File: src/inc/tpg_pkg.sv
// constants, register map and state codes of the three-phase pwm generator
// Operation
// RL1 - six drive outputs form three pairs, each a high side and low side.
// RL2 - software sets switching frequency by period and dead time by dead-time register.
// RL3 - three duty registers each set switching instants of one pair.
// RL4 - each of six outputs has an enable bit; disabled output stays off.
// RL5 - per-pair crossover bit swaps high and low waveforms between the pins.
// RL6 - gate chopping mixes a carrier into outputs; 8-bit field sets its frequency.
// RL7 - chopping enabled separately for high-side and low-side outputs.
// RL8 - single update mode takes new values once per period, giving symmetry.
// RL9 - double update mode also takes new values at the period midpoint.
// RL10 - one mode control bit picks single or double update.
// RL11 - sync pulse at every period start, plus midpoint in double update.
// RL12 - internal sync drives the sync pin with pulse of programmed width.
// RL13 - a control bit selects external sync taken from the sync pin.
// RL14 - a control bit resynchronises external sync to core clock before use.
// RL15 - external sync pulses last more than two core clock periods.
// RL16 - trip input low forces all six outputs high, combinationally.
// RL17 - status shows trip input level and which half period is running.
// RL18 - timing unit makes three complementary dead-time-adjusted centre-based pairs.
// RL19 - shutdown controller handles trip and resets the timing unit.
// RL20 - runs on core clock; interrupts on each sync pulse and each shutdown.
// RL21 - 16-bit period counts core clocks per half period; 0 and 1 unused.
// RL22 - 10-bit dead time; gap between pair edges is value times two clocks.
// RL23 - at each sync, timing and enable registers are latched into use.
// RL24 - status bit 0 is zero in first half, one in second half.
// RL25 - up/down counter; outputs switch at dead-time-adjusted duty thresholds.
// RL26 - order: timing, crossover, enable, chopping, then trip override wins.
package tpg_pkg;
    localparam int TPG_AW = 8;
    localparam logic [7:0] TPG_OFS_PERIOD = 8'h00;
    localparam logic [7:0] TPG_OFS_DEAD = 8'h04;
    localparam logic [7:0] TPG_OFS_SYNCW = 8'h08;
    localparam logic [7:0] TPG_OFS_DUTY0 = 8'h0C;
    localparam logic [7:0] TPG_OFS_DUTY1 = 8'h10;
    localparam logic [7:0] TPG_OFS_DUTY2 = 8'h14;
    localparam logic [7:0] TPG_OFS_OUTEN = 8'h18;
    localparam logic [7:0] TPG_OFS_CHOP = 8'h1C;
    localparam logic [7:0] TPG_OFS_MODE = 8'h20;
    localparam logic [7:0] TPG_OFS_STATUS = 8'h24;
    // output enable register: bits 5:0 enables (2p high, 2p+1 low), 8:6 crossover
    localparam int TPG_EN_LSB = 0;
    localparam int TPG_XOVER_LSB = 6;
    // chopping register
    localparam int TPG_CHOP_HI_BIT = 8;
    localparam int TPG_CHOP_LO_BIT = 9;
    // mode control register
    localparam int TPG_MODE_RUN_BIT = 0;
    localparam int TPG_MODE_EXT_BIT = 1;
    localparam int TPG_MODE_DBL_BIT = 2;
    localparam int TPG_MODE_RESYNC_BIT = 3;
    // status register
    localparam int TPG_STA_HALF_BIT = 0;
    localparam int TPG_STA_TRIP_BIT = 1;
    localparam logic [15:0] TPG_PERIOD_RST = 16'hFFFF;
    localparam logic [9:0] TPG_DEAD_RST = 10'h000;
    localparam logic [9:0] TPG_SYNCW_RST = 10'h001;
    localparam logic [15:0] TPG_DUTY_RST = 16'h0000;
    localparam logic [8:0] TPG_OUTEN_RST = 9'h000;
    localparam logic [9:0] TPG_CHOP_RST = 10'h000;
    localparam logic [3:0] TPG_MODE_RST = 4'h0;
    typedef enum logic [2:0] {
        TPG_IDLE = 3'b001,
        TPG_FIRST = 3'b010,
        TPG_SECOND = 3'b100
    } tpg_half_t;
endpackage : tpg_pkg

File: src/core/tpg_three_phase_pwm.sv
// three-phase centre-based pwm generator with register port
//
// Local design decisions: the strobed register port and the register addresses.
`timescale 1ns/1ps
module tpg_three_phase_pwm
    import tpg_pkg::*;
(
    input wire logic CORE_CLK,
    input wire logic RST,
    input wire logic [7:0] ADDR,
    input wire logic [31:0] WDATA,
    input wire logic WR,
    input wire logic RD,
    output logic [31:0] RDATA,
    input wire logic TRIP_N,
    input wire logic SYNC_IN,
    output logic SYNC_OUT,
    output logic SYNC_OE,
    output logic PAIR0_HIGH_OUT,
    output logic PAIR0_LOW_OUT,
    output logic PAIR1_HIGH_OUT,
    output logic PAIR1_LOW_OUT,
    output logic PAIR2_HIGH_OUT,
    output logic PAIR2_LOW_OUT,
    output logic SYNC_IRQ,
    output logic TRIP_IRQ
);

    ////////////////////////////////////////////////////////////////////////////
    // software registers

    logic [15:0] half_period_count_reg;
    logic [9:0] dead_time_reg;
    logic [9:0] sync_width_reg;
    logic [15:0] duty_reg [3];
    logic [8:0] output_enable_reg;
    logic [9:0] gate_chop_config_reg;
    logic [3:0] mode_control_reg;
    logic [1:0] generator_status_reg;

    function automatic logic hit(input logic [7:0] a, input logic [7:0] ofs);
        hit = (a == ofs);
    endfunction : hit

    always_ff @(posedge CORE_CLK)
    begin
        if (RST)
        begin
            half_period_count_reg <= TPG_PERIOD_RST;
            dead_time_reg <= TPG_DEAD_RST;
            sync_width_reg <= TPG_SYNCW_RST;
            duty_reg[0] <= TPG_DUTY_RST;
            duty_reg[1] <= TPG_DUTY_RST;
            duty_reg[2] <= TPG_DUTY_RST;
            output_enable_reg <= TPG_OUTEN_RST;
            gate_chop_config_reg <= TPG_CHOP_RST;
            mode_control_reg <= TPG_MODE_RST;
        end
        else if (WR)
        begin
            if (hit(ADDR, TPG_OFS_PERIOD))
                half_period_count_reg <= WDATA[15:0]; // RL2 RL21
            if (hit(ADDR, TPG_OFS_DEAD))
                dead_time_reg <= WDATA[9:0]; // RL2 RL22
            if (hit(ADDR, TPG_OFS_SYNCW))
                sync_width_reg <= WDATA[9:0];
            if (hit(ADDR, TPG_OFS_DUTY0))
                duty_reg[0] <= WDATA[15:0]; // RL3
            if (hit(ADDR, TPG_OFS_DUTY1))
                duty_reg[1] <= WDATA[15:0]; // RL3
            if (hit(ADDR, TPG_OFS_DUTY2))
                duty_reg[2] <= WDATA[15:0]; // RL3
            if (hit(ADDR, TPG_OFS_OUTEN))
                output_enable_reg <= WDATA[8:0];
            if (hit(ADDR, TPG_OFS_CHOP))
                gate_chop_config_reg <= WDATA[9:0];
            if (hit(ADDR, TPG_OFS_MODE))
                mode_control_reg <= WDATA[3:0];
        end
    end

    // read data stand in the cycle after the strobe only
    always_ff @(posedge CORE_CLK)
    begin
        if (RST || !RD)
            RDATA <= 32'h0000_0000;
        else
        begin
            unique case (ADDR)
                TPG_OFS_PERIOD: RDATA <= {16'h0000, half_period_count_reg};
                TPG_OFS_DEAD: RDATA <= {22'h000000, dead_time_reg};
                TPG_OFS_SYNCW: RDATA <= {22'h000000, sync_width_reg};
                TPG_OFS_DUTY0: RDATA <= {16'h0000, duty_reg[0]};
                TPG_OFS_DUTY1: RDATA <= {16'h0000, duty_reg[1]};
                TPG_OFS_DUTY2: RDATA <= {16'h0000, duty_reg[2]};
                TPG_OFS_OUTEN: RDATA <= {23'h000000, output_enable_reg};
                TPG_OFS_CHOP: RDATA <= {22'h000000, gate_chop_config_reg};
                TPG_OFS_MODE: RDATA <= {28'h0000000, mode_control_reg};
                TPG_OFS_STATUS: RDATA <= {30'h00000000, generator_status_reg}; // RL17
                default: RDATA <= 32'h0000_0000;
            endcase
        end
    end

    ////////////////////////////////////////////////////////////////////////////
    // shutdown controller and external sync input

    logic mode_run;
    logic mode_ext;
    logic mode_dbl;
    logic mode_resync;
    logic trip_seen;
    logic timing_reset;
    logic sync_meta;
    logic sync_safe;
    logic sync_safe_d;
    logic sync_raw_d;
    logic ext_edge;

    assign mode_run = mode_control_reg[TPG_MODE_RUN_BIT];
    assign mode_ext = mode_control_reg[TPG_MODE_EXT_BIT];
    assign mode_dbl = mode_control_reg[TPG_MODE_DBL_BIT]; // RL10
    assign mode_resync = mode_control_reg[TPG_MODE_RESYNC_BIT];
    // timing unit restarts cleanly after a trip is released
    assign timing_reset = RST || !TRIP_N || !mode_run; // RL19

    always_ff @(posedge CORE_CLK)
    begin
        if (RST)
        begin
            trip_seen <= 1'b0;
            TRIP_IRQ <= 1'b0;
        end
        else
        begin
            trip_seen <= !TRIP_N;
            TRIP_IRQ <= !TRIP_N && !trip_seen; // RL20
        end
    end

    always_ff @(posedge CORE_CLK)
    begin
        if (RST)
        begin
            sync_meta <= 1'b0;
            sync_safe <= 1'b0;
            sync_safe_d <= 1'b0;
            sync_raw_d <= 1'b0;
        end
        else
        begin
            sync_meta <= SYNC_IN; // RL14
            sync_safe <= sync_meta;
            sync_safe_d <= sync_safe;
            sync_raw_d <= SYNC_IN;
        end
    end

    // resync adds two cycles of latency and one of jitter
    assign ext_edge = mode_ext && (mode_resync ? (sync_safe && !sync_safe_d)
                                               : (SYNC_IN && !sync_raw_d)); // RL13 RL14 RL15

    ////////////////////////////////////////////////////////////////////////////
    // up/down counter and sync instants

    tpg_half_t half;
    tpg_half_t next_half;
    logic [15:0] cnt;
    logic [15:0] next_cnt;
    logic period_start;
    logic mid_sync;
    logic sync_evt;
    logic [15:0] sh_period;
    logic [9:0] sh_dead;
    logic [15:0] sh_duty [3];
    logic [8:0] sh_outen;

    always_comb
    begin
        next_half = half;
        next_cnt = cnt;
        period_start = 1'b0;
        mid_sync = 1'b0;
        unique case (half)
            TPG_IDLE:
            begin
                if (!mode_ext || ext_edge)
                begin
                    next_half = TPG_FIRST;
                    next_cnt = 16'h0000;
                    period_start = 1'b1;
                end
            end
            TPG_FIRST:
            begin
                if (ext_edge)
                begin
                    next_cnt = 16'h0000;
                    period_start = 1'b1;
                end
                else if (cnt >= sh_period - 16'h0001) // RL21 RL25
                begin
                    next_half = TPG_SECOND;
                    mid_sync = mode_dbl; // RL9 RL11
                end
                else
                    next_cnt = cnt + 16'h0001;
            end
            TPG_SECOND:
            begin
                if (ext_edge || (cnt == 16'h0000 && !mode_ext))
                begin
                    next_half = TPG_FIRST;
                    next_cnt = 16'h0000;
                    period_start = 1'b1; // RL11
                end
                else if (cnt == 16'h0000)
                    next_half = TPG_IDLE;
                else
                    next_cnt = cnt - 16'h0001; // RL25
            end
            default:
                next_half = TPG_IDLE;
        endcase
    end

    assign sync_evt = period_start || mid_sync; // RL8 RL9

    always_ff @(posedge CORE_CLK)
    begin
        if (timing_reset)
        begin
            half <= TPG_IDLE;
            cnt <= 16'h0000;
        end
        else
        begin
            half <= next_half;
            cnt <= next_cnt;
        end
    end

    // values in use change only at sync instants
    always_ff @(posedge CORE_CLK)
    begin
        if (RST)
        begin
            sh_period <= TPG_PERIOD_RST;
            sh_dead <= TPG_DEAD_RST;
            sh_duty[0] <= TPG_DUTY_RST;
            sh_duty[1] <= TPG_DUTY_RST;
            sh_duty[2] <= TPG_DUTY_RST;
            sh_outen <= TPG_OUTEN_RST;
        end
        else if (sync_evt && !timing_reset)
        begin
            sh_period <= half_period_count_reg; // RL23
            sh_dead <= dead_time_reg;
            sh_duty[0] <= duty_reg[0];
            sh_duty[1] <= duty_reg[1];
            sh_duty[2] <= duty_reg[2];
            sh_outen <= output_enable_reg; // RL23
        end
    end

    always_ff @(posedge CORE_CLK)
    begin
        if (RST)
            generator_status_reg <= 2'b00;
        else
        begin
            generator_status_reg[TPG_STA_HALF_BIT] <= (half == TPG_SECOND); // RL24
            generator_status_reg[TPG_STA_TRIP_BIT] <= TRIP_N; // RL17
        end
    end

    ////////////////////////////////////////////////////////////////////////////
    // sync pulse unit

    logic [9:0] sync_left;

    always_ff @(posedge CORE_CLK)
    begin
        if (RST)
        begin
            sync_left <= 10'h000;
            SYNC_OUT <= 1'b0;
            SYNC_IRQ <= 1'b0;
        end
        else
        begin
            SYNC_IRQ <= sync_evt && !timing_reset; // RL20
            if (sync_evt && !timing_reset && !mode_ext)
            begin
                // width zero still gives a one-cycle pulse
                sync_left <= (sync_width_reg == 10'h000) ? 10'h000
                                                          : sync_width_reg - 10'h001;
                SYNC_OUT <= 1'b1; // RL12
            end
            else if (sync_left != 10'h000)
                sync_left <= sync_left - 10'h001;
            else
                SYNC_OUT <= 1'b0;
        end
    end

    assign SYNC_OE = !mode_ext; // RL12 RL13

    ////////////////////////////////////////////////////////////////////////////
    // gate chopping carrier

    logic [7:0] chop_div;
    logic chop_tick;
    logic chop_wave;

    assign chop_tick = (chop_div == gate_chop_config_reg[7:0]); // RL6

    always_ff @(posedge CORE_CLK)
    begin
        if (RST)
        begin
            chop_div <= 8'h00;
            chop_wave <= 1'b0;
        end
        else if (chop_tick)
        begin
            chop_div <= 8'h00;
            chop_wave <= !chop_wave;
        end
        else
            chop_div <= chop_div + 8'h01;
    end

    ////////////////////////////////////////////////////////////////////////////
    // per-pair timing, crossover, enable, chopping, trip (all active low)

    logic [5:0] drive_n;
    logic [5:0] pin_n;

    generate
        for (genvar p = 0; p < 3; p++)
        begin : g_pair
            logic signed [18:0] th_hi;
            logic signed [18:0] th_lo;
            logic signed [18:0] cnt_s;
            logic run;
            logic hi_on;
            logic lo_on;
            logic route_hi;
            logic route_lo;
            logic gate_hi;
            logic gate_lo;
            assign cnt_s = {3'b000, cnt};
            // edges moved apart by dead time each, 2x dead total gap
            assign th_hi = {3'b000, sh_period} - {3'b000, sh_duty[p]}
                           + {9'h000, sh_dead}; // RL22
            assign th_lo = {3'b000, sh_period} - {3'b000, sh_duty[p]}
                           - {9'h000, sh_dead}; // RL22
            assign run = (half != TPG_IDLE);
            assign hi_on = run && (cnt_s >= th_hi); // RL18 RL25
            assign lo_on = run && (cnt_s < th_lo); // RL18 RL25
            assign route_hi = sh_outen[TPG_XOVER_LSB + p] ? lo_on : hi_on; // RL5
            assign route_lo = sh_outen[TPG_XOVER_LSB + p] ? hi_on : lo_on; // RL5
            assign gate_hi = route_hi && sh_outen[TPG_EN_LSB + 2 * p]; // RL4
            assign gate_lo = route_lo && sh_outen[TPG_EN_LSB + 2 * p + 1]; // RL4
            // chopping only ever shortens on-time, never adds a pulse
            always_ff @(posedge CORE_CLK)
            begin
                if (timing_reset)
                    drive_n[2 * p +: 2] <= 2'b11;
                else
                begin
                    drive_n[2 * p] <= !(gate_hi && (chop_wave
                        || !gate_chop_config_reg[TPG_CHOP_HI_BIT])); // RL6 RL7
                    drive_n[2 * p + 1] <= !(gate_lo && (chop_wave
                        || !gate_chop_config_reg[TPG_CHOP_LO_BIT])); // RL6 RL7
                end
            end
            // trip override wins with no clocked stage in the path
            assign pin_n[2 * p] = drive_n[2 * p] || !TRIP_N; // RL16 RL26
            assign pin_n[2 * p + 1] = drive_n[2 * p + 1] || !TRIP_N; // RL16 RL26
        end
    endgenerate

    assign PAIR0_HIGH_OUT = pin_n[0]; // RL1
    assign PAIR0_LOW_OUT = pin_n[1];
    assign PAIR1_HIGH_OUT = pin_n[2];
    assign PAIR1_LOW_OUT = pin_n[3];
    assign PAIR2_HIGH_OUT = pin_n[4];
    assign PAIR2_LOW_OUT = pin_n[5];

endmodule : tpg_three_phase_pwm

File: config.mk
export PLATFORM = sky130hd
export DESIGN_NAME = tpg_three_phase_pwm
export DESIGN_NICKNAME = d
export VERILOG_FILES = /design/src/inc/tpg_pkg.sv /design/src/core/tpg_three_phase_pwm.sv
export SDC_FILE = /design/constraint.sdc
export NUM_CORES = 1
export LEC_CHECK = 0
export ABC_AREA = 1
export BUFFER_PORTS_ARGS = -buffer_cell sky130_fd_sc_hd__buf_2
export CORE_MARGIN = 1
export CORE_UTILIZATION = 30
export CTS_BUF_LIST = sky130_fd_sc_hd__clkbuf_4 sky130_fd_sc_hd__clkbuf_8
export CTS_CLUSTER_SIZE = 24
export DETAILED_ROUTE_END_ITERATION = 10
export PLACE_DENSITY = 0.52
export SKIP_LAST_GASP = 1
export SLEW_MARGIN = 30
export SYNTH_ARGS = -nofsm -noshare
export SYNTH_HDL_FRONTEND = slang
export SYNTH_SLANG_ARGS = --single-unit
File: constraint.sdc
create_clock -name CORE_CLK -period 6.68 [get_ports CORE_CLK]
set_clock_uncertainty 0.1 [all_clocks]
set_input_delay 1.336 -clock CORE_CLK [delete_from_list [all_inputs] [get_ports CORE_CLK]]
set_output_delay 1.336 -clock CORE_CLK [all_outputs]
set_load 0.1 [all_outputs]
==> impl_table.tex, run 1 <==
\begin{tabular}{lr}
\hline
Metric & Value \\
\hline
\multicolumn{2}{l}{\textbf{Status}} \\
Result of the run & complete, no violations \\
\multicolumn{2}{l}{\textbf{Drt}} \\
Via count normalized by instance count & 4.71 \\
Top metal layer carrying routed signals & met4 \\
Post-DRT Antenna Nets & 0 \\
Length of routed wiring on met1 & 30,600 µm \\
Final wirelength & 64,500 µm \\
Starting DRC count in detailed routing & 1,317 \\
Routed wirelength normalized by instance count & 16.9 µm \\
DRC violations left & 0 \\
Met2 WL & 29,500 µm \\
Sum of met3 wire segment lengths after detailed routing & 2500 µm \\
1st-pass router iterations & 5 \\
DR vias & 17,994 \\
\multicolumn{2}{l}{\textbf{Power and ir drop}} \\
Leakage power & 11.1 nW \\
Worst VDD drop & 0.159 mV \\
Clk pwr share & 42.3\% \\
Sequential share of power & 42.2\% \\
PD cells & 178 mW/mm² \\
Switching Power & 0.00117 W \\
Sw Share & 28.9\% \\
Internal power summed over all cells & 0.00288 W \\
Combinational share of power & 15.5\% \\
\multicolumn{2}{l}{\textbf{Die}} \\
Total die area & 0.0693 mm² \\
Die boundary height & 263 µm \\
Overall die width & 263 µm \\
Effective utilization at floorplan & 30.4\% \\
Core Rows & 95 \\
Area inside the core boundary & 0.0674 mm² \\
Top-level port count & 88 \\
\multicolumn{2}{l}{\textbf{CTS}} \\
Post-CTS resize count & 0 \\
Count of hold buffers inserted by post-cts repair & 0 \\
Number of levels the H-tree was split into & 2 \\
\# clock sinks & 259 \\
Clk Tree Root Cell & sky130\_fd\_sc\_hd\_\_clkbuf\_8 \\
Clock tree from TritonCTS & done \\
Total setup buffers inserted after CTS & 0 \\
Clock latency reported for the late side of the worst-skew pair & 650 ps \\
Number of buffers between clock root and the deepest sink & 3 \\
Number of buffers inserted during clock tree synthesis & 47 \\
Clock-pin slew of the registers on the worst-case setup and hold paths & 60 ps \\
\multicolumn{2}{l}{\textbf{Synth}} \\
Share of synthesized flip-flops with an asynchronous set or reset & 0\% \\
Count of distinct cell types in the synthesized netlist & 58 \\
Main flop type after synthesis & sky130\_fd\_sc\_hd\_\_dfxtp\_1 \\
Number of enable flip-flop cells after synthesis & 96 \\
Yosys reg bits & 259 \\
Mapped Area & 0.0205 mm² \\
Syn Area/Cell & 7.18 µm² \\
Sequential element share of the synthesized area & 30.0\% \\
Ys Warns & 0 \\
Post-Syn Instances & 2,853 \\
\multicolumn{2}{l}{\textbf{Setup path}} \\
Kind of start point of the critical path & register \\
Startpoint of the worst-slack reg-to-reg timing path & sh\_period[0]\$\_SDFFE\_PP1P\_ \\
Cell with the biggest individual delay on the critical path & sky130\_fd\_sc\_hd\_\_xor2\_1 \\
Flop-to-flop setup slack & 1340 ps \\
Worst EP required & 7170 ps \\
Reg-to-Reg End & drive\_n[1]\$\_SDFF\_PP1\_ \\
Crit Path Class & reg -> reg \\
Category of the worst setup path capture point & register \\
Critical path's most frequent cell & sky130\_fd\_sc\_hd\_\_nand2\_1 \\
Reg2reg path depth & 30 \\
CP Max Fanout & 8 \\
Peak per-stage delay on the critical path & 450 ps \\
Worst path arrival time & 5830 ps \\
\multicolumn{2}{l}{\textbf{Placement}} \\
Port Buffers & 55 \\
Worst-case setup slack after placement & 1410 ps \\
Routability-driven placement congestion ratio & 0.939 \\
Placed Cells incl. Taps & 3,733 \\
Detailed-placement wirelength estimate & 51,300 µm \\
\multicolumn{2}{l}{\textbf{Global route}} \\
Antenna violations before repair & 1 \\
First-pass GRT wire length & 99,500 µm \\
Largest net degree at the start of global routing & 68 \\
GRT Overall Usage & 18.5\% \\
GRT overflow & 0 \\
Number of global-route vias before repair & 17,090 \\
\multicolumn{2}{l}{\textbf{Run}} \\
Number of maximum-capacitance constraint violations & 0 \\
\multicolumn{2}{l}{\textbf{Timing}} \\
Pins Over Slew Limit & 0 \\
Final-report hold violation count & 0 \\
Peak Freq & 0.187 GHz \\
Unrepaired setup endpoints after global routing & no \\
Smallest setup slack after layout & 1340 ps \\
Final worst path period share & 79.9\% \\
Setup violations, final & 0 \\
Worst Tran Pin Value & 942 ps \\
Hold\_ws & 286 ps \\
Setup Total Neg Slack & 0 ps \\
Relative slew margins & 36.4\% \\
Minimum period implied by the final worst setup slack & 5340 ps \\
\multicolumn{2}{l}{\textbf{Final layout}} \\
Share of layout cells above drive strength 1 & 8.68\% \\
\# fillers & 7,262 \\
Layout overhead on the synthesized area & 10.9\% \\
\# nets final & 3,190 \\
Non-Filler Instances & 3,822 \\
\multicolumn{2}{l}{\textbf{Min path}} \\
Worst Hold Depth & 1 \\
Min-Delay Startpoint & trip\_seen\$\_SDFF\_PP0\_ \\
Class of the most critical hold timing path & reg -> reg \\
Hold-critical path endpoint & TRIP\_IRQ\$\_SDFF\_PP0\_ \\
\hline
\end{tabular}
-- layout make-up --
type / instances / area, µm² / area share, %
multi-input cells: 2062 / 12200 / 53.8
well taps: 873 / 1090 / 4.81
diodes: 1 / 2.50 / 0.0110
clock inverters: 19 / 219 / 0.964
inverters: 461 / 1730 / 7.62
flip-flops and latches: 259 / 6150 / 27.1
repair buffers: 78 / 448 / 1.97
clock buffers: 69 / 862 / 3.80
-- through the flow --
step           util, %  cell area, µm²  power (W)
6_report          33.7           22700    0.00405
5_1_grt           33.7           22700    0.00426
4_1_cts           33.7           22700    0.00409
3_5_place_dp      32.1           21600    0.00237
3_3_place_gp      32.1           21600    0.00236
2_1_floorplan        -           20500    0.00222
-- per-layer routing --
metal / vias to the layer above / GRT usage, %
li1: 9436 / -
met1: 8113 / 25.1
met2: 368 / 30.6
met3: 77 / 1.96
met4: 0 / 6.31
met5: - / 0
-- worst max-delay path, delay by kind of cell, from the launching register on --
kind | cells | cell delay (ps)
fa+ha+maj | 4 | 1370
xor+xnor | 1 | 450
compound gates | 3 | 440
buf+inv | 3 | 460
simple gates | 19 | 2140
flops | 1 | 290
-- worst max-delay path by stage --
stage | from | to | slack [ps] | cells after the start
floorplan | sh_period[1]$_SDFFE_PP1P_ | sh_duty[0][0]$_SDFFCE_PN0P_ | 2220 | 19
global placement | sh_period[0]$_SDFFE_PP1P_ | drive_n[1]$_SDFF_PP1_ | 1430 | 31
detailed placement | sh_period[0]$_SDFFE_PP1P_ | drive_n[1]$_SDFF_PP1_ | 1410 | 30
CTS | sh_period[0]$_SDFFE_PP1P_ | drive_n[1]$_SDFF_PP1_ | 1380 | 31
global route | sh_period[0]$_SDFFE_PP1P_ | drive_n[1]$_SDFF_PP1_ | 820 | 30
finish | sh_period[0]$_SDFFE_PP1P_ | drive_n[1]$_SDFF_PP1_ | 1340 | 30
-- power groups by stage --
stage,Clock (W),Sequential [W],Combinational [W]
finish,0.00172,0.00171,0.000629
floorplan,0,0.00174,0.000483
global placement,0,0.00174,0.000622
global route,0.00183,0.00171,0.000709
CTS,0.00176,0.00171,0.000629
detailed placement,0,0.00174,0.000625
-- placed cells by master, fill, tap and decap left out, drive strengths merged, types with 32 or more instances in the layout --
| cell type | Yosys | final |
|---|---|---|
| a21oi | 217 | 217 |
| buf | 51 | 78 |
| clkbuf | 35 | 69 |
| dfxtp | 163 | 163 |
| edfxtp | 96 | 96 |
| ha | 226 | 226 |
| inv | 459 | 460 |
| nand2 | 633 | 633 |
| nand3 | 147 | 147 |
| nand4 | 40 | 40 |
| nor2 | 277 | 277 |
| nor3 | 49 | 49 |
| o211ai | 32 | 32 |
| o21ai | 122 | 122 |
| o22ai | 34 | 34 |
| xor2 | 126 | 126 |
-- synth_stat cells, drive strengths merged, types with 32 or more instances --
cell type    n  area (µm²)
nor3        49         275
inv        459        1720
clkbuf      35         131
nand3      147         753
o22ai       34         213
nor2       277        1100
nand2      633        2420
dfxtp      163        3260
o21ai      122         611
xor2       126        1100
ha         226        2830
buf         51         340
o211ai      32         240
nand4       40         250
edfxtp      96        2880
a21oi      217        1120
-- logic make-up (layout without fill, tap and decap cells) --
kind of cell | after synthesis | count (layout) | share of synthesized area [%]
buf+inv | 547 | 627 | 10.8
other cells | 1 | 17 | 0.0183
flops | 259 | 259 | 30.0
xor+xnor | 151 | 151 | 6.46
compound gates | 475 | 475 | 13.4
simple gates | 1185 | 1185 | 24.7
fa+ha+maj | 235 | 235 | 14.7
(Power assumes the default switching activity.)
==> inputs of run 2 (changes only) <==
- PLACE_DENSITY: 0.52 -> 0.53
- clock period: 6.68 -> 4.9 ns (I/O delays scaled with it)
==> run 2 against run 1 <==
  * Worst hold slack worse by 6.5 ps
  * Via count up 3.7%
  * Cell count up 3.7%
  * Sequential cell count unchanged
  * Count of clock-buffer cells in the layout up 8
  * First-iteration DRC count down 13%
  * Wire length up 3.4%
  * Register-to-register slack worse by 1100 ps
  * Design area up 7.0%
  * Global-route usage up 0.45 points
  * Core utilization up 2.4 points
  * Combinational power up 53%
==> impl_table.tex, run 2 (synthesized netlist as in run 1, its figures left out) <==
\begin{tabular}{lr}
\hline
Metric & Value \\
\hline
\multicolumn{2}{l}{\textbf{CTS}} \\
Number of buffers between clock root and the deepest sink & 3 (unchanged) \\
Clock latency reported for the late side of the worst-skew pair & 630 ps (-20 ps) \\
Number of buffers inserted during clock tree synthesis & 48 (+2.1\%) \\
Number of levels the H-tree was split into & 2 (unchanged) \\
Clock-pin slew of the registers on the worst-case setup and hold paths & 60 ps (about the same) \\
Clk Tree Root Cell & sky130\_fd\_sc\_hd\_\_clkbuf\_8 \\
Clock tree from TritonCTS & done \\
\# clock sinks & 259 (unchanged) \\
\multicolumn{2}{l}{\textbf{Drt}} \\
Via count normalized by instance count & 4.71 (about the same) \\
1st-pass router iterations & 7 (+2) \\
DRC violations left & 0 (unchanged) \\
Starting DRC count in detailed routing & 1,142 (-13\%) \\
DR vias & 18,667 (+3.7\%) \\
Post-DRT Antenna Nets & 0 (unchanged) \\
Final wirelength & 66,700 µm (+3.4\%) \\
Routed wirelength normalized by instance count & 16.8 µm (-0.29\%) \\
\multicolumn{2}{l}{\textbf{Setup path}} \\
Critical path's most frequent cell & sky130\_fd\_sc\_hd\_\_nand2\_1 \\
Peak per-stage delay on the critical path & 390 ps (-60 ps) \\
Buffering stage count on the worst path with inverters included & 1 (-2) \\
Crit Path Class & reg -> reg \\
Category of the worst setup path capture point & register \\
Worst path arrival time & 5040 ps (-790 ps) \\
Kind of start point of the critical path & register \\
Cell with the biggest individual delay on the critical path & sky130\_fd\_sc\_hd\_\_dfxtp\_4 \\
Worst EP required & 5310 ps (-1860 ps) \\
Cell family contributing the most delay on the critical path & simple AND/OR/NAND/NOR gates \\
CP Max Fanout & 5 (-3) \\
\multicolumn{2}{l}{\textbf{Power and ir drop}} \\
Combinational share of power & 17.1\% (+1.6 points) \\
PD cells & 232 mW/mm² (+30\%) \\
Switching Power & 0.00161 W (+37\%) \\
Leakage power & 11.8 nW (+6.9\%) \\
Internal power summed over all cells & 0.00402 W (+40\%) \\
Clk pwr share & 41.6\% (-0.7 points) \\
Total power & 0.00563 W (+39\%) \\
Sw Share & 28.6\% (-0.31 points) \\
Worst VDD drop & 0.199 mV (+25\%) \\
Sequential share of power & 41.3\% (-0.9 points) \\
\multicolumn{2}{l}{\textbf{Die}} \\
Core Rows & 95 (unchanged) \\
Top-level port count & 88 (unchanged) \\
Overall die width & 263 µm (unchanged) \\
Total die area & 0.0693 mm² (unchanged) \\
Area inside the core boundary & 0.0674 mm² (unchanged) \\
Die boundary height & 263 µm (unchanged) \\
Effective utilization at floorplan & 30.4\% (unchanged) \\
\multicolumn{2}{l}{\textbf{Global route}} \\
Fraction of met1 tracks used by global routing & 25.3\% (+0.21 points) \\
Antenna violations before repair & 1 (unchanged) \\
Met3 usage & 2.39\% (+0.42 points) \\
First-pass GRT wire length & 102,000 µm (+2.5\%) \\
GRT busiest layer & met2 \\
Largest net degree at the start of global routing & 49 (-28\%) \\
Number of global-route vias before repair & 17,685 (+3.5\%) \\
Met2 track demand over resource in global routing & 30.9\% (+0.39 points) \\
GRT Overall Usage & 19.0\% (+0.45 points) \\
GRT overflow & 0 (unchanged) \\
\multicolumn{2}{l}{\textbf{Final layout}} \\
Non-Filler Instances & 3,965 (+3.7\%) \\
Commonest non-fill, non-tap cells in the layout & 607 x sky130\_fd\_sc\_hd\_\_nand2\_1, 427 x sky130\_fd\_sc\_hd\_\_inv\_1, 245 x sky130\_fd\_sc\_hd\_\_nor2\_1, 215 x sky130\_fd\_sc\_hd\_\_ha\_1, 197 x sky130\_fd\_sc\_hd\_\_a21oi\_1 \\
Utilization after layout & 36.1\% (+2.4 points) \\
\# nets final & 3,333 (+4.5\%) \\
Layout overhead on the synthesized area & 18.7\% \\
Most common library cell in the layout ignoring fill and taps & sky130\_fd\_sc\_hd\_\_nand2\_1 \\
Share of layout cells above drive strength 1 & 15.9\% (+7.2 points) \\
\multicolumn{2}{l}{\textbf{Placement}} \\
Port Buffers & 55 (unchanged) \\
Routability-driven placement congestion ratio & 0.942 (+0.34\%) \\
Detailed-placement wirelength estimate & 53,600 µm (+4.5\%) \\
Placed Cells incl. Taps & 3,869 (+3.6\%) \\
\multicolumn{2}{l}{\textbf{Timing}} \\
Final worst path period share & 94.5\% (+15 points) \\
Worst Tran Pin Value & 844 ps (-98.0 ps) \\
Setup violations, final & 0 (unchanged) \\
Peak Freq & 0.216 GHz (+15\%) \\
Pins Over Slew Limit & 0 (unchanged) \\
Minimum period implied by the final worst setup slack & 4630 ps (-704 ps) \\
Final-report hold violation count & 0 (unchanged) \\
Unrepaired setup endpoints after global routing & yes \\
Relative slew margins & 43.0\% (+6.6 points) \\
\multicolumn{2}{l}{\textbf{Min path}} \\
Class of the most critical hold timing path & reg -> reg \\
\multicolumn{2}{l}{\textbf{Run}} \\
Number of maximum-capacitance constraint violations & 0 (unchanged) \\
\multicolumn{2}{l}{\textbf{Status}} \\
Result of the run & complete, no violations \\
\hline
\end{tabular}
run 2: changes by cell type in the layout (fill, tap and decap cells not counted), sizes merged:
cell | before | now
buf | 78 | 220
clkbuf | 69 | 77
clkinv | 16 | 9
bufinv | 4 | 2
clkinvlp | 0 | 1
diode | 1 | 2
run 2: power groups by stage:
| stage | Sequential (W) | Combinational, W | Clock, W |
|---|---|---|---|
| finish | 0.00233 | 0.000962 | 0.00234 |
| global route | 0.00233 | 0.00108 | 0.00250 |
| CTS | 0.00233 | 0.000930 | 0.00240 |
| detailed placement | 0.00237 | 0.000923 | 0 |
| global placement | 0.00237 | 0.000921 | 0 |
| floorplan | 0.00237 | 0.000659 | 0 |
run 2: worst reg2reg max path: cells and delay by family, from the launching register on:
| family | cells | cell delay, ps |
|---|---|---|
| adder cells (fa/ha/maj) | 3 | 1030 |
| buffers and inverters | 1 | 130 |
| AND/OR/NAND/NOR | 20 | 1920 |
| flip-flops | 1 | 390 |
| AO/OA/AOI/OAI | 4 | 540 |
| XOR/XNOR | 2 | 380 |
run 2: worst paths after layout:
check                                 start                     to  slack, ps  cells after the start
setup / recovery  sh_period[2]$_SDFFE_PP1P_  drive_n[2]$_SDFF_PP1_        270                     30
hold / removal         trip_seen$_SDFF_PP0_    TRIP_IRQ$_SDFF_PP0_        280                      1
setup reg to reg  sh_period[2]$_SDFFE_PP1P_  drive_n[2]$_SDFF_PP1_        270                     30
hold reg to reg        trip_seen$_SDFF_PP0_    TRIP_IRQ$_SDFF_PP0_        280                      1
run 2: final cells by class:
cell class	instances	area, µm²
Sequential cell	259	6160
Tap cell	873	1090
Clock inverter	11	125
Inverter	461	1730
Multi-Input combinational cell	2062	12700
Clock buffer	77	978
Fill cell	7221	43100
Timing Repair Buffer	220	1570
Antenna cell	2	5.00
run 2: metrics by stage:
stage	setup TNS (ps)	area [µm²]	hold WS (ps)	setup slack (ps)
after floorplan	0	20500	267	438
after global placement	-279	22700	270	-141
after detailed placement	-217	22700	278	-109
after CTS	0	23800	280	0.210
after global routing	-82.8	24300	299	-30.1
final	0	24300	280	267
run 2: metal layers:
metal / routed length (µm) / share of wire (%) / vias to the layer above
met4: 2530 / 3.8 / 0
met1: 31200 / 47 / 8440
met5: 0 / 0 / -
met2: 30300 / 45 / 381
li1: - / - / 9747
met3: 2670 / 4.0 / 99
run 2: repair_timing:
item                                    4_1_cts  5_1_grt
setup buffers                                 2        4
endpoints found under the setup margin        5      130
hold buffers                                  0        0
pin swaps                                     1       12
gates cloned                                  0        0
gates resized for setup                       7      103
==> inputs of run 3 (changes only) <==
- CORE_UTILIZATION: 30 -> 46
- PLACE_DENSITY: 0.53 -> 0.72
==> run 3 against run 2 <==
  * Maximum frequency decreased by 0.22%
  * Sequential power about the same
  * First-iteration DRC count increased by 23%
  * Non-clock buffer count decreased by 91
  * Setup slack got worse by 10 ps
  * Clock power decreased by 4%
  * Worst hold slack improved by 12 ps
  * Die area decreased by 35%
  * Via count increased by 3.7%
  * Sequential cell count unchanged
  * Highest routed layer unchanged
  * Wire length decreased by 7.6%
  * Largest power group is now sequential cells
  * Count of clock-buffer cells in the layout decreased by 8
  * Critical path type unchanged
==> impl_table.tex, run 3 (synthesized netlist as in run 1, its figures left out) <==
\begin{tabular}{lr}
\hline
Metric & Value \\
\hline
\multicolumn{2}{l}{\textbf{Status}} \\
Result of the run & complete, no violations \\
\multicolumn{2}{l}{\textbf{Global route}} \\
GRT Overall Usage & 27.0\% (+8.1 points) \\
Largest net degree at the start of global routing & 100 (+100\%) \\
First-pass GRT wire length & 95,200 µm (-6.6\%) \\
Number of global-route vias before repair & 17,951 (+1.5\%) \\
Antenna violations before repair & 0 (-1) \\
GRT overflow & 0 (unchanged) \\
\multicolumn{2}{l}{\textbf{CTS}} \\
Clock latency reported for the late side of the worst-skew pair & 600 ps (-30 ps) \\
Number of buffers inserted during clock tree synthesis & 45 (-6.3\%) \\
Count of hold buffers inserted by post-cts repair & 0 (unchanged) \\
Clk Tree Root Cell & sky130\_fd\_sc\_hd\_\_clkbuf\_8 \\
Clock-pin slew of the registers on the worst-case setup and hold paths & 70 ps (about the same) \\
Number of buffers between clock root and the deepest sink & 3 (unchanged) \\
Number of levels the H-tree was split into & 2 (unchanged) \\
Clock tree from TritonCTS & done \\
\# clock sinks & 259 (unchanged) \\
\multicolumn{2}{l}{\textbf{Drt}} \\
Post-DRT Antenna Nets & 0 (unchanged) \\
Via count normalized by instance count & 5.41 (+15\%) \\
Final wirelength & 61,600 µm (-7.6\%) \\
1st-pass router iterations & 6 (-1) \\
Starting DRC count in detailed routing & 1,404 (+23\%) \\
DR vias & 19,366 (+3.7\%) \\
Routed wirelength normalized by instance count & 17.2 µm (+2.3\%) \\
DRC violations left & 0 (unchanged) \\
\multicolumn{2}{l}{\textbf{Power and ir drop}} \\
PD cells & 237 mW/mm² (+2.2\%) \\
Worst VDD drop & 0.260 mV (+31\%) \\
Leakage power & 11.3 nW (-4.0\%) \\
\multicolumn{2}{l}{\textbf{Setup path}} \\
Reg-to-Reg End & drive\_n[4]\$\_SDFF\_PP1\_ \\
Worst EP required & 5290 ps (-20 ps) \\
Peak per-stage delay on the critical path & 340 ps (-50 ps) \\
Worst path arrival time & 5040 ps (about the same) \\
Cell with the biggest individual delay on the critical path & sky130\_fd\_sc\_hd\_\_fa\_2 \\
Critical path's most frequent cell & sky130\_fd\_sc\_hd\_\_nand2\_1 \\
Reg2reg path depth & 34 (+13\%) \\
Flop-to-flop setup slack & 260 ps (about the same) \\
Startpoint of the worst-slack reg-to-reg timing path & sh\_period[0]\$\_SDFFE\_PP1P\_ \\
Crit Path Class & reg -> reg \\
CP Max Fanout & 4 (-1) \\
Category of the worst setup path capture point & register \\
Kind of start point of the critical path & register \\
\multicolumn{2}{l}{\textbf{Placement}} \\
Detailed-placement wirelength estimate & 48,000 µm (-10\%) \\
Routability-driven placement congestion ratio & 0.994 (+5.5\%) \\
Port Buffers & 55 (unchanged) \\
Worst-case setup slack after placement & 28.2 ps (+138 ps) \\
\multicolumn{2}{l}{\textbf{Timing}} \\
Setup violations, final & 0 (unchanged) \\
Minimum period implied by the final worst setup slack & 4640 ps (+10.1 ps) \\
Peak Freq & 0.215 GHz (-0.22\%) \\
Final-report hold violation count & 0 (unchanged) \\
Pins Over Slew Limit & 0 (unchanged) \\
Relative slew margins & 38.2\% (-4.8 points) \\
Final worst path period share & 94.7\% (+0.21 points) \\
Setup Total Neg Slack & 0 ps (unchanged) \\
Hold\_ws & 292 ps (+12.4 ps) \\
Worst Tran Pin Value & 927 ps (+83.1 ps) \\
Smallest setup slack after layout & 257 ps (-10.1 ps) \\
\multicolumn{2}{l}{\textbf{Min path}} \\
Worst Hold Depth & 1 (unchanged) \\
Min-Delay Startpoint & trip\_seen\$\_SDFF\_PP0\_ \\
Class of the most critical hold timing path & reg -> reg \\
Hold-critical path endpoint & TRIP\_IRQ\$\_SDFF\_PP0\_ \\
\multicolumn{2}{l}{\textbf{Final layout}} \\
Multi-input gate area in the final layout & 0.0127 mm² (+0.43\%) \\
Share of layout cells above drive strength 1 & 12.9\% (-3.0 points) \\
Area occupied by registers & 0.00616 mm² (about the same) \\
Commonest non-fill, non-tap cells in the layout & 605 x sky130\_fd\_sc\_hd\_\_nand2\_1, 428 x sky130\_fd\_sc\_hd\_\_inv\_1, 252 x sky130\_fd\_sc\_hd\_\_nor2\_1, 209 x sky130\_fd\_sc\_hd\_\_ha\_1, 200 x sky130\_fd\_sc\_hd\_\_a21oi\_1 \\
\# nets final & 3,239 (-2.8\%) \\
Layout overhead on the synthesized area & 13.4\% \\
\# fillers & 4,140 (-43\%) \\
Most common library cell in the layout ignoring fill and taps & sky130\_fd\_sc\_hd\_\_nand2\_1 \\
\multicolumn{2}{l}{\textbf{Die}} \\
Overall die width & 213 µm (-19\%) \\
Top-level port count & 88 (unchanged) \\
Core Rows & 76 (-20\%) \\
Total die area & 0.0454 mm² (-35\%) \\
Effective utilization at floorplan & 47.1\% (+17 points) \\
Area inside the core boundary & 0.0435 mm² (-36\%) \\
Die boundary height & 213 µm (-19\%) \\
\multicolumn{2}{l}{\textbf{Run}} \\
Number of maximum-capacitance constraint violations & 0 (unchanged) \\
\hline
\end{tabular}
## run 3: how the worst max path moves through the flow
stage | startpoint | endpoint | slack [ps] | cells past startpoint
after floorplan | sh_period[1]$_SDFFE_PP1P_ | sh_duty[0][0]$_SDFFCE_PN0P_ | 440 | 19
final | sh_period[0]$_SDFFE_PP1P_ | drive_n[4]$_SDFF_PP1_ | 260 | 34
after global placement | sh_period[0]$_SDFFE_PP1P_ | drive_n[2]$_SDFF_PP1_ | 80 | 29
after global routing | sh_period[5]$_SDFFE_PP1P_ | drive_n[4]$_SDFF_PP1_ | -40 | 29
after detailed placement | sh_period[0]$_SDFFE_PP1P_ | drive_n[3]$_SDFF_PP1_ | 30 | 28
after CTS | sh_period[0]$_SDFFE_PP1P_ | drive_n[3]$_SDFF_PP1_ | 20 | 29
## run 3: power by group
part,internal [W],switching (W)
Clock,0.00133,0.000923
Sequential,0.00229,0.0000361
Combinational,0.000319,0.000603
Total,0.00394,0.00156
## run 3: area by class of cell
| cell class | instances | area share (%) |
|---|---|---|
| multi-input cells | 2062 | 54.7 |
| inverters | 461 | 7.45 |
| clock inverters | 13 | 0.641 |
| clock buffers | 69 | 3.85 |
| well taps | 585 | 3.15 |
| repair buffers | 129 | 3.68 |
| diodes | 1 | 0.0108 |
| flip-flops and latches | 259 | 26.5 |
## run 3: repair_timing
item | in CTS | in global routing
pin swaps | 0 | 19
setup buffers | 0 | 6
gates resized for setup | 1 | 105
setup endpoints to repair | 1 | 6
## run 3: routing by layer
metal	up-vias	part of all wire [%]	GRT usage [%]
met5	-	0	0
met2	759	46	44.5
met1	8938	43	35.6
li1	9544	-	-
met4	0	3.5	10.2
met3	125	7.6	4.04
## run 3: critical path, delay by kind of cell, from the launching register on
family	cells	cell delay, ps
XOR/XNOR	2	330
flip-flops	1	300
buffers and inverters	5	480
AND/OR/NAND/NOR	19	1690
AO/OA/AOI/OAI	4	520
adder cells (fa/ha/maj)	4	1100
## run 3: through the flow
| step | total power (W) | cell area (µm²) | util [%] | std cells |
|---|---|---|---|---|
| finish | 0.00550 | 23200 | 53.5 | 3579 |
| global route | 0.00574 | 23200 | 53.4 | 3578 |
| CTS | 0.00549 | 22700 | 52.2 | 3572 |
| detailed placement | 0.00324 | 21600 | 49.8 | 3490 |
| global placement | 0.00322 | 21600 | 49.7 | 3490 |
| floorplan | 0.00303 | 20500 | - | 2868 |
